<file path="src/cob_pkg.sv">
/*
  cob_pkg: constants and types for the clock output buffer configuration bank.
  Assumes an APB slave with 32-bit data; one register word per output.
*/
`default_nettype none
package cob_pkg;
  // ----------------------------------------
  // geometry
  // ----------------------------------------
  localparam int COB_NUM_OUT = 18;
  localparam int COB_IDX_W = 5;
  localparam logic [4:0] COB_HF_FIRST = 5'h04;
  localparam logic [4:0] COB_HF_LAST = 5'h07;
  // ----------------------------------------
  // register map, byte addresses
  // ----------------------------------------
  localparam logic [11:0] COB_OUT_BASE = 12'h000;
  localparam logic [11:0] COB_OUT_LAST = 12'h044;
  localparam logic [11:0] COB_STAT_ADDR = 12'h080;
  // ----------------------------------------
  // field positions in an output word
  // ----------------------------------------
  localparam int COB_AMP_LSB = 0;
  localparam int COB_STYLE_BIT = 2;
  localparam int COB_INV_BIT = 3;
  localparam int COB_ANLG_LSB = 8;
  localparam int COB_FINE_LSB = 12;
  localparam int COB_PDSYS_BIT = 16;
  localparam int COB_PD_BIT = 17;
  // ----------------------------------------
  // reset values
  // ----------------------------------------
  localparam logic COB_PD_RST = 1'h0;
  localparam logic COB_PDSYS_RST = 1'h1;
  localparam logic COB_INV_RST = 1'h0;
  localparam logic COB_STYLE_RST = 1'h1;
  localparam logic [1:0] COB_AMP_RST = 2'h3;
  localparam logic [2:0] COB_ANLG_RST = 3'h0;
  localparam logic [1:0] COB_FINE_RST = 2'h0;
  // ----------------------------------------
  // encodings
  // ----------------------------------------
  localparam logic COB_STYLE_LVDS = 1'h0;
  localparam logic COB_STYLE_PECL = 1'h1;
  localparam int COB_ANLG_STEP_PS = 30;
  // swing codes in mV
  localparam logic [9:0] COB_MV_OFF = 10'h000;
  localparam logic [9:0] COB_MV_300 = 10'h12C;
  localparam logic [9:0] COB_MV_350 = 10'h15E;
  localparam logic [9:0] COB_MV_400 = 10'h190;
  localparam logic [9:0] COB_MV_500 = 10'h1F4;
  localparam logic [9:0] COB_MV_550 = 10'h226;
  localparam logic [9:0] COB_MV_700 = 10'h2BC;

  typedef struct packed {
    logic output_power_down;
    logic sysref_path_power_down;
    logic [1:0] fine_delay_code;
    logic [2:0] analog_delay_code;
    logic sysref_polarity_invert;
    logic style;
    logic [1:0] amplitude;
  } cob_cfg_t;

  localparam cob_cfg_t COB_CFG_RST = '{COB_PD_RST, COB_PDSYS_RST, COB_FINE_RST,
    COB_ANLG_RST, COB_INV_RST, COB_STYLE_RST, COB_AMP_RST};

  // applied state of one output buffer
  typedef struct packed {
    logic buffer_on;
    logic delay_on;
    logic invert;
    logic style;
    logic [9:0] swing_mv;
    logic [7:0] analog_ps;
    logic [1:0] fine;
  } cob_drive_t;
endpackage
`default_nettype wire

</file>
<file path="src/cob_out_cell.sv">
/*
  cob_out_cell: configuration word and applied drive of one output buffer.
  Assumes write enable and data come from the APB decode in cob_top.
*/
`timescale 1ns/100ps
`default_nettype none
module cob_out_cell
  import cob_pkg::*;
#(
  parameter bit HF_OUT = 1'b0
)
(
  // clock and reset
  input wire logic ref_clk,
  input wire logic srst,
  // write side
  input wire logic wr_en,
  input wire logic [31:0] wr_data,
  // state
  output logic [31:0] rd_word,
  output cob_drive_t drive
);
  cob_cfg_t cfg;
  cob_drive_t next_drive;

  function automatic logic [9:0] swing_of(input logic sty, input logic [1:0] amp);
    logic [9:0] mv;
    mv = COB_MV_700;
    if (sty == COB_STYLE_LVDS)
      mv = amp[1] ? COB_MV_500 : COB_MV_350;
    else
    begin
      case (amp)
        2'h0: mv = COB_MV_300;
        2'h1: mv = COB_MV_400;
        2'h2: mv = COB_MV_550;
        default: mv = COB_MV_700;
      endcase
    end
    return mv;
  endfunction

  // ----------------------------------------
  // stored fields, only this output's word
  // ----------------------------------------
  always_ff @(posedge ref_clk)
  begin
    if (srst)
      cfg <= COB_CFG_RST;
    else if (wr_en)
    begin
      cfg.output_power_down <= wr_data[COB_PD_BIT];
      cfg.sysref_path_power_down <= wr_data[COB_PDSYS_BIT];
      cfg.fine_delay_code <= wr_data[COB_FINE_LSB +: 2];
      cfg.analog_delay_code <= wr_data[COB_ANLG_LSB +: 3];
      cfg.sysref_polarity_invert <= wr_data[COB_INV_BIT];
      // high-frequency outputs hold the lvpecl style bit
      cfg.style <= HF_OUT ? COB_STYLE_PECL : wr_data[COB_STYLE_BIT];
      cfg.amplitude <= wr_data[COB_AMP_LSB +: 2];
    end
  end

  // ----------------------------------------
  // applied drive
  // ----------------------------------------
  always_comb
  begin
    next_drive = '0;
    next_drive.buffer_on = ~cfg.output_power_down & ~cfg.sysref_path_power_down;
    next_drive.delay_on = ~cfg.sysref_path_power_down;
    if (next_drive.buffer_on)
    begin
      next_drive.style = cfg.style;
      next_drive.swing_mv = swing_of(cfg.style, cfg.amplitude);
      next_drive.invert = cfg.sysref_polarity_invert;
    end
    if (next_drive.delay_on)
    begin
      next_drive.analog_ps = 8'(cfg.analog_delay_code * COB_ANLG_STEP_PS);
      next_drive.fine = cfg.fine_delay_code;
    end
  end

  always_ff @(posedge ref_clk)
  begin
    if (srst)
      drive <= '0;
    else
      drive <= next_drive;
  end

  assign rd_word = {14'h0000, cfg.output_power_down, cfg.sysref_path_power_down,
    2'h0, cfg.fine_delay_code, 1'h0, cfg.analog_delay_code,
    4'h0, cfg.sysref_polarity_invert, cfg.style, cfg.amplitude};

  // ----------------------------------------
  // checks
  // ----------------------------------------
  pd_gates_swing_a: assert property (@(posedge ref_clk) disable iff (srst)
    cfg.output_power_down |=> drive.swing_mv == COB_MV_OFF && !drive.buffer_on)
    else $error("powered-down output shows a swing");
  sysref_pd_a: assert property (@(posedge ref_clk) disable iff (srst)
    cfg.sysref_path_power_down |=> !drive.delay_on && drive.analog_ps == 8'h00)
    else $error("sysref path power-down leaves delay active");
  lvds_swing_a: assert property (@(posedge ref_clk) disable iff (srst)
    next_drive.buffer_on && cfg.style == COB_STYLE_LVDS |=>
    drive.swing_mv == ($past(cfg.amplitude[1]) ? COB_MV_500 : COB_MV_350))
    else $error("lvds swing wrong");
  invert_on_a: assert property (@(posedge ref_clk) disable iff (srst)
    next_drive.buffer_on |=> drive.invert == $past(cfg.sysref_polarity_invert))
    else $error("sysref polarity not applied");
  analog_delay_a: assert property (@(posedge ref_clk) disable iff (srst)
    next_drive.delay_on |=>
    drive.analog_ps == 8'($past(cfg.analog_delay_code) * COB_ANLG_STEP_PS))
    else $error("analog delay step wrong");
endmodule // cob_out_cell
`default_nettype wire

</file>
<file path="src/cob_top.sv">
/*
  cob_top: APB register bank configuring the clock and SYSREF output buffers.
  Assumes an APB master on ref_clk; one wait state, pslverr on unmapped address.
*/
`timescale 1ns/100ps
`default_nettype none
// Function
// - output power-down resets 0, 1 powers down
// - powered-down output ignores style and amplitude
// - sysref path power-down resets 1, kills path
// - at 0 delay circuits and buffer stay powered
// - polarity invert resets 0, 1 inverts sysref
// - style resets lvpecl; 0 selects lvds, except outputs 4-7 stay lvpecl
// - amplitude resets 11; lvpecl 300/400/550/700 mV
// - lvds amplitude 350 or 500 mV
// - analog delay adds code times 30 ps
module cob_top
  import cob_pkg::*;
(
  // clock and reset
  input wire logic ref_clk,
  input wire logic srst,
  // apb slave
  input wire logic psel,
  input wire logic penable,
  input wire logic pwrite,
  input wire logic [11:0] paddr,
  input wire logic [31:0] pwdata,
  output logic [31:0] prdata,
  output logic pready,
  output logic pslverr,
  // applied buffer drive, one per output
  output cob_drive_t [COB_NUM_OUT-1:0] out_drive
);
  logic [31:0] rd_words [COB_NUM_OUT];
  logic [COB_NUM_OUT-1:0] wr_sel;
  logic acc;
  logic [4:0] idx;
  logic hit_out;
  logic hit_stat;
  logic [COB_NUM_OUT-1:0] on_mask;

  function automatic logic [4:0] idx_of(input logic [11:0] a);
    return a[6:2];
  endfunction

  // ----------------------------------------
  // address decode
  // ----------------------------------------
  assign acc = psel & penable;
  assign idx = idx_of(paddr);
  assign hit_out = paddr[1:0] == 2'h0 && paddr >= COB_OUT_BASE && paddr <= COB_OUT_LAST;
  assign hit_stat = paddr == COB_STAT_ADDR;

  // ----------------------------------------
  // output cells
  // ----------------------------------------
  genvar g;
  generate
    for (g = 0; g < COB_NUM_OUT; g++)
    begin : g_out
      // store only at the edge that completes the access
      assign wr_sel[g] = acc & pready & pwrite & hit_out & (idx == 5'(g));
      assign on_mask[g] = out_drive[g].buffer_on;
      cob_out_cell #(
        .HF_OUT(5'(g) >= COB_HF_FIRST && 5'(g) <= COB_HF_LAST)
      ) u_cell (
        .ref_clk(ref_clk),
        .srst(srst),
        .wr_en(wr_sel[g]),
        .wr_data(pwdata),
        .rd_word(rd_words[g]),
        .drive(out_drive[g])
      );
    end
  endgenerate

  // ----------------------------------------
  // apb answer, one wait state
  // ----------------------------------------
  always_ff @(posedge ref_clk)
  begin
    if (srst)
      pready <= 1'b0;
    else
      pready <= psel & penable & ~pready;
  end

  always_ff @(posedge ref_clk)
  begin
    if (srst)
    begin
      prdata <= 32'h00000000;
      pslverr <= 1'b0;
    end
    else if (psel & penable & ~pready)
    begin
      pslverr <= ~(hit_out | (hit_stat & ~pwrite));
      if (!pwrite && hit_out)
        prdata <= rd_words[idx];
      else if (!pwrite && hit_stat)
        prdata <= {14'h0000, on_mask};
      else
        prdata <= 32'h00000000;
    end
  end

  unmapped_err_a: assert property (@(posedge ref_clk) disable iff (srst)
    acc && !pready && !hit_out && !hit_stat |=> pready && pslverr)
    else $error("unmapped access not flagged");
endmodule // cob_top
`default_nettype wire

</file>
<file path="config.mk">
export PLATFORM = sky130hd
export DESIGN_NAME = cob_top
export DESIGN_NICKNAME = d
export VERILOG_FILES = /design/src/cob_pkg.sv /design/src/cob_out_cell.sv /design/src/cob_top.sv
export SDC_FILE = /design/constraint.sdc
export NUM_CORES = 1
export LEC_CHECK = 0
export ABC_CLOCK_PERIOD_IN_PS = 3060
export BUFFER_PORTS_ARGS = -buffer_cell sky130_fd_sc_hd__buf_2
export CAP_MARGIN = 20
export CORE_ASPECT_RATIO = 0.8
export CORE_MARGIN = 2
export CORE_UTILIZATION = 35
export CTS_BUF_LIST = sky130_fd_sc_hd__clkbuf_8
export DETAILED_ROUTE_END_ITERATION = 6
export GPL_TIMING_DRIVEN = 0
export SETUP_SLACK_MARGIN = 0.02
export SYNTH_ARGS = -nofsm -noshare
export SYNTH_HDL_FRONTEND = slang
export SYNTH_SLANG_ARGS = --single-unit
</file>
<file path="constraint.sdc">
create_clock -name ref_clk -period 3.06 [get_ports ref_clk]
set_clock_uncertainty 0.1 [all_clocks]
set_input_delay 0.612 -clock ref_clk [delete_from_list [all_inputs] [get_ports ref_clk]]
set_output_delay 0.612 -clock ref_clk [all_outputs]
set_load 0.05 [all_outputs]
</file>
# After elaboration in Yosys (flattened, before gate mapping)
# Cells that the tools add are included.
[totals]
register_bits = 660
in_bits = 49
out_inout_bits = 466
elab_cells = 557
[classes]
multipliers = 18
magnitude_cmp = 3
n_eq_ne = 54
n_mux = 51
n_bitwise = 101
n_reduce_logical = 61
[ops]
columns = ["cell", "count"]
rows = [
  ["10-bit case mux with 3 select lines", 18],
  ["32-bit binary-select mux with 5-bit select", 1],
  ["10-bit two-way mux", 14],
  ["3-bit by 4-bit multiplier with 7-bit output (second input constant)", 18],
  ["8-bit two-way mux", 14],
  ["32-bit two-way mux", 3],
  ["2-bit OR reduction", 36],
  ["1-bit NOT", 57],
  ["1-bit AND", 42],
  ["5-bit by 4-bit == test with 1-bit output (second input constant)", 8],
  ["2-bit zero test", 19],
  ["2-bit by 1-bit == test with 1-bit output (second input constant)", 18],
  ["2-bit == test (second input constant)", 18],
  ["5-bit by 3-bit == test with 1-bit output (second input constant)", 4],
  ["18-bit two-way mux", 1],
  ["12-bit by 8-bit == test with 1-bit output (second input constant)", 1],
  ["12-bit by 1-bit >= comparator with 1-bit output (second input constant)", 1],
  ["12-bit by 7-bit less-or-equal comparator with 1-bit output (second input constant)", 1],
  ["5-bit by 2-bit == test with 1-bit output (second input constant)", 2],
  ["5-bit == test (second input constant)", 2],
  ["6-bit >= comparator (second input constant)", 1],
  ["5-bit NOT with 6-bit output", 1],
  ["5-bit by 1-bit == test with 1-bit output (second input constant)", 1],
  ["5-bit zero test", 1],
  ["3 further kinds", 6],
]

# Longest topological paths before layout
[depth]
word_depth = 5
ltp_mapped = 8

# Modules after synthesis
# A second synthesis with hierarchy kept.
[hier_totals]
hier_cells = 3093
area_unflattened_um2 = 31387.6
[by_module_without_submodules]
columns = ["module", "instances", "cells_per_inst", "area_per_inst_um2"]
rows = [
  ["cob_out_cell (g_out[0].u_cell ...)", 14, 139, 1432.6],
  ["cob_top", 1, 623, 6010.8],
  ["cob_out_cell (g_out[4].u_cell ...)", 4, 131, 1330.0],
]

# Worst setup path before layout
# Ideal clock, no wire load.
[synth_path]
path_type = "input port to flip-flop"
start = "in paddr[3]"
end = "reg g_out[13].u_cell.cfg, in the netlist g_out[13].u_cell.rd_word[1]"
setup_time_ns = 0.120
arrival_time_ns = 2.293
path_slack_ns = 0.548
stages = 6
path_cell_list = "buf_2 -> o31a_1 -> or2_2 -> or4b_4 -> buf_6 -> a211o_1"
[synth_between]
elab_chain_cells = 5
word_cells_on_any_way = 7
cone_classes = "order compare: 2; eq/ne: 1; bitwise: 2; reduce/logical: 2"
[synth_rtl]
columns = ["item", "line_no", "rtl"]
rows = [
  ["start: declaration", "cob_top.sv:27", "input wire logic [11:0] paddr,"],
  ["12-bit by 1-bit >= comparator with 1-bit output", "cob_top.sv:52", "assign hit_out = paddr[1:0] == 2'h0 && paddr >= COB_OUT_BASE && paddr <= COB_OUT_LAST;"],
  ["1-bit logical AND (2 in a row)", "cob_top.sv:52", ""],
  ["1-bit AND", "cob_top.sv:63", "assign wr_sel[g] = acc & pready & pwrite & hit_out & (idx == 5'(g));"],
  ["1-bit AND (*)", "cob_top.sv:63", ""],
  ["end: declaration", "cob_out_cell.sv:23", "cob_cfg_t cfg;"],
]
# Mark *: on every way between the ends. The rest lies on a longest branch, timed or not.
# A chain may end at the register's enable or synchronous reset.

# Final worst setup path
[layout_path]
start = "in paddr[2]"
end = "reg g_out[15].u_cell.cfg, in the netlist g_out[15].u_cell.rd_word[3]"
[layout_between]
elab_chain_cells = 5
word_cells_on_any_way = 7
cone_classes = "order compare: 2; eq/ne: 1; bitwise: 2; reduce/logical: 2"
[layout_rtl]
columns = ["item", "line_no"]
rows = [
  ["12-bit by 1-bit >= comparator with 1-bit output", "cob_top.sv:52"],
  ["1-bit logical AND (2 in a row)", "cob_top.sv:52"],
  ["1-bit AND", "cob_top.sv:63"],
  ["1-bit AND (*)", "cob_top.sv:63"],
  ["end: declaration", "cob_out_cell.sv:23"],
]
# Marks and branches as above.

==> metrics.md <==
| Metric | Value |
|---|---|
| Outcome | `finished clean` |
| R2R Path End | `g_out[10].u_cell.rd_word[9]` |
| Distinct cells, synth | `53` |
| Vias | `19153` |
| Post-synth EDFFs | `0` |
| Clk_lat worst skew | `730 ps` |
| Clock power share | `47.1%` |
| Clk Tree Root Cell | `clkbuf_8` |
| CTS tree | `yes` |
| Worst hold slack | `173.9 ps` |
| Internal power | `12030 uW` |
| Uppermost layer routed | `met5` |
| Sequential share of power | `49.0%` |
| Drt first pass iters | `5` |
| # DRC | `0` |
| Antenna violations before repair | `8` |
| Clk slew on worst S/H paths | `70 ps` |
| Avg Cell Area, Syn | `10.27 um^2` |
| Pre-CTS WS | `-1083 ps` |
| CP Cell Sequence | `buf_2 -> clkdlybuf4s15_1 -> nand2_1 -> nor3_2 -> buf_2 -> mux2i_1 -> nor2_1` |
| Post-Syn Instances | `2448` |
| CP Class | `in -> reg` |
| Die footprint | `0.07398 mm^2` |
| Critical path data arrival time | `3490 ps` |
| Avg WL per Cell | `20.52 um` |
| Reg2Reg Setup Slack | `320 ps` |
| Final setup viols | `0` |
| Final worst path period share | `98.13%` |
| Critical Path Source | `paddr[2]` |
| Final Hold Fails | `0` |
| Layout cells sized above 1 | `23.45%` |
| Clock Tree Buf Depth | `3` |
| Via density | `4.730` |
| GPL Wtd Cong | `0.9425` |
| Post-DP HPWL | `64420 um` |
| Worst flop-to-flop path startpoint | `pready` |
| Period minus WS final | `3003 ps` |
| Final ANT Viol Nets | `0` |
| Reg2reg path depth | `6` |
| Synth Cell Area | `0.02513 mm^2` |
| Worst path max stage delay | `790 ps` |
| Initial DRC count | `1434` |
| H-tree levels | `3` |
| Number of I/O pins | `515` |
| Slowest cell on crit path | `clkdlybuf4s15_1` |
| Sequential standard cell area | `0.01197 mm^2` |
| Hold Crit Class | `in -> reg` |
| Power Dens Cells | `515.2 mW/mm^2` |
| RSZ-0062 raised after global routing | `false` |
| Setup WS post-layout | `57.08 ps` |
| Commonest cells after routing, fill and taps aside | `dfxtp_1, buf_2, nor2_1` |
| Max VDD drop | `0.2739 mV` |
| Post-Route WL | `83100 um` |
| Critical path peak fanout | `10` |
| Rows | `87` |
| Seq cells post-synth | `598` |
| Fill count | `6999` |
| Critical Path Stages | `7` |
| Relative slew margins | `22.38%` |
| Comb pwr share | `3.9%` |
| CTS Sinks | `598` |
| Fin. max-slew vios | `0` |
| Pleak | `0.01544 uW` |
| Syn-to-layout area delta | `22.61%` |
| Worst slew pin tran | `1164 ps` |
| GRT Total Usage | `21.76%` |
| Commonest non-fill, non-tap cell in the layout | `dfxtp_1` |
| Required time of the critical path | `3540 ps` |
| Footprint of the multi-input gates | `0.01173 mm^2` |
| Number of port buffers | `429` |
| Maxcap violations | `0` |
| Sw Ratio | `24.22%` |
| Sw Pwr | `3846 uW` |
| CP Buf/Inv Count | `3` |
| Synth async-reset ratio | `0%` |
| Kind of end point of the critical path | `register` |
| Num CTS Buffers | `96` |
| Core area | `0.07076 mm^2` |
| Most used cell, CP | `buf_2` |
| First-pass GRT wire length | `120000 um` |
| Largest net degree at the start of global routing | `14` |
| Main synth FF type | `dfxtp_1` |
| Net count, final | `3329` |
| Starting Density | `35.52%` |
| CP top delay family | `buffers and inverters` |
| Critical Path End | `g_out[15].u_cell.rd_word[3]` |
| Met2 WL post-DR | `37400 um` |
| Die height | `243.7 um` |
| Grt total ovfl | `0` |
| Number of global-route vias before repair | `18625` |
| Worst Setup Start Kind | `input port` |
| Met1 wire length | `36700 um` |
| FMAX | `333.0 MHz` |
| Die width | `303.6 um` |
| Yosys warns | `0` |
| Met3 WL post-DR | `7083 um` |
| Post-synthesis sequential area ratio | `47.63%` |
per-layer routing:
| metal | track usage, % | vias to the layer above |
|---|---|---|
| li1 | - | 9200 |
| met1 | 28.50 | 9144 |
| met2 | 34.29 | 669 |
| met3 | 7.107 | 136 |
| met4 | 6.073 | 4 |
| met5 | 0 | - |
repair_timing:
action                     in CTS  in global routing
setup buffers                   0                  0
cloned                          0                  0
resized for setup               3                  6
setup endpoints to repair      70                 52
hold buffers                    0                  0
power groups by stage:
| stage | sequential [uW] | combinational (uW) | clock [uW] |
|---|---|---|---|
| 2_1_floorplan | 7960 | 405 | 0 |
| 3_3_place_gp | 7960 | 592 | 0 |
| 3_5_place_dp | 7960 | 595 | 0 |
| 4_1_cts | 7790 | 596 | 7650 |
| 5_1_grt | 7780 | 631 | 7990 |
| 6_report | 7790 | 612 | 7480 |
flip-flops by register name, indices dropped and copies added, names as in the netlist:
signal / count
pready: 1
prdata: 18
g_out.u_cell.drive: 384
g_out.u_cell.rd_word: 194
pslverr: 1
area by class of cell:
cell class | count | area share, %
Antenna cell | 6 | 0.04872
Inverter | 159 | 1.937
Multi-Input combinational cell | 1540 | 38.08
Buffer | 204 | 3.463
Clock buffer | 125 | 5.583
Tap cell | 934 | 3.792
Clock inverter | 54 | 1.283
Sequential cell | 598 | 38.85
Timing Repair Buffer | 429 | 6.967
through the flow:
| step | utilization, % | total power [uW] | instance area [um^2] | std cells | TNS (ps) |
|---|---|---|---|---|---|
| 2_1_floorplan | - | 8370 | 25330 | 2501 | 0 |
| 3_3_place_gp | 40.49 | 8552 | 28650 | 3864 | -148190 |
| 3_5_place_dp | 40.51 | 8554 | 28670 | 3864 | -158930 |
| 4_1_cts | 43.51 | 16030 | 30790 | 4043 | 0 |
| 5_1_grt | 43.55 | 16400 | 30810 | 4047 | 0 |
| 6_report | 43.55 | 15880 | 30820 | 4049 | 0 |
how the worst min path moves through the flow:
stage	start	slack (ps)	endpoint	depth (start not counted)
finish	pwdata[2]	170	g_out[17].u_cell.rd_word[2]	3
global route	pwdata[2]	160	g_out[14].u_cell.rd_word[2]	3
CTS	pwdata[2]	120	g_out[17].u_cell.rd_word[2]	3
detailed placement	prdata[3]	360	prdata[3]	1
global placement	prdata[1]	360	prdata[1]	1
floorplan	g_out[10].u_cell.rd_word[2]	330	g_out[10].u_cell.drive[12]	1
worst register-to-register path, delay by kind of cell (launching register included):
family                 cells  cell delay [ps]
AND/OR/NAND/NOR            4             1500
multiplexers               1              220
buffers and inverters      1              420
flip-flops                 1              370
cell families after synthesis:
| kind of cell | count (synthesis) | synth area share, % |
|---|---|---|
| AOI/OAI and AO/OA | 321 | 7.935 |
| xor gates and xnor gates | 27 | 0.9409 |
| adders and majority gates | 252 | 14.16 |
| buffers and inverters | 363 | 6.571 |
| DFF | 598 | 47.63 |
| muxes | 201 | 9.150 |
| other | 1 | 0.01492 |
| and+or+nand+nor | 685 | 13.60 |
synth_stat cells (3+ instances only):
library cell / n / area share (%)
o21bai_1: 14 / 0.42
xor2_1: 18 / 0.63
buf_4: 65 / 1.9
nand3_1: 4 / 0.080
a21o_1: 28 / 0.84
nor2b_1: 35 / 0.87
buf_1: 8 / 0.12
inv_1: 159 / 2.4
nor3_2: 8 / 0.32
nand2b_1: 3 / 0.075
nor3_1: 105 / 2.1
a22oi_1: 27 / 0.81
clkbuf_1: 110 / 1.6
nor4_4: 3 / 0.25
o21ai_0: 9 / 0.18
or3_1: 18 / 0.45
mux2i_1: 178 / 7.1
a22o_1: 10 / 0.35
o21a_1: 20 / 0.60
a211oi_1: 14 / 0.42
a211o_1: 6 / 0.21
buf_2: 18 / 0.36
and2_1: 118 / 2.9
xnor2_1: 9 / 0.31
a21oi_1: 171 / 3.4
buf_6: 3 / 0.13
o211ai_1: 8 / 0.24
nand4_1: 13 / 0.32
ha_1: 198 / 9.9
mux4_2: 23 / 2.1
nand2_1: 27 / 0.40
dfxtp_1: 598 / 48
o2111ai_1: 11 / 0.38
fa_1: 54 / 4.3
or2_2: 12 / 0.30
nor2_1: 322 / 4.8
Power figures use the tool's default switching activity.
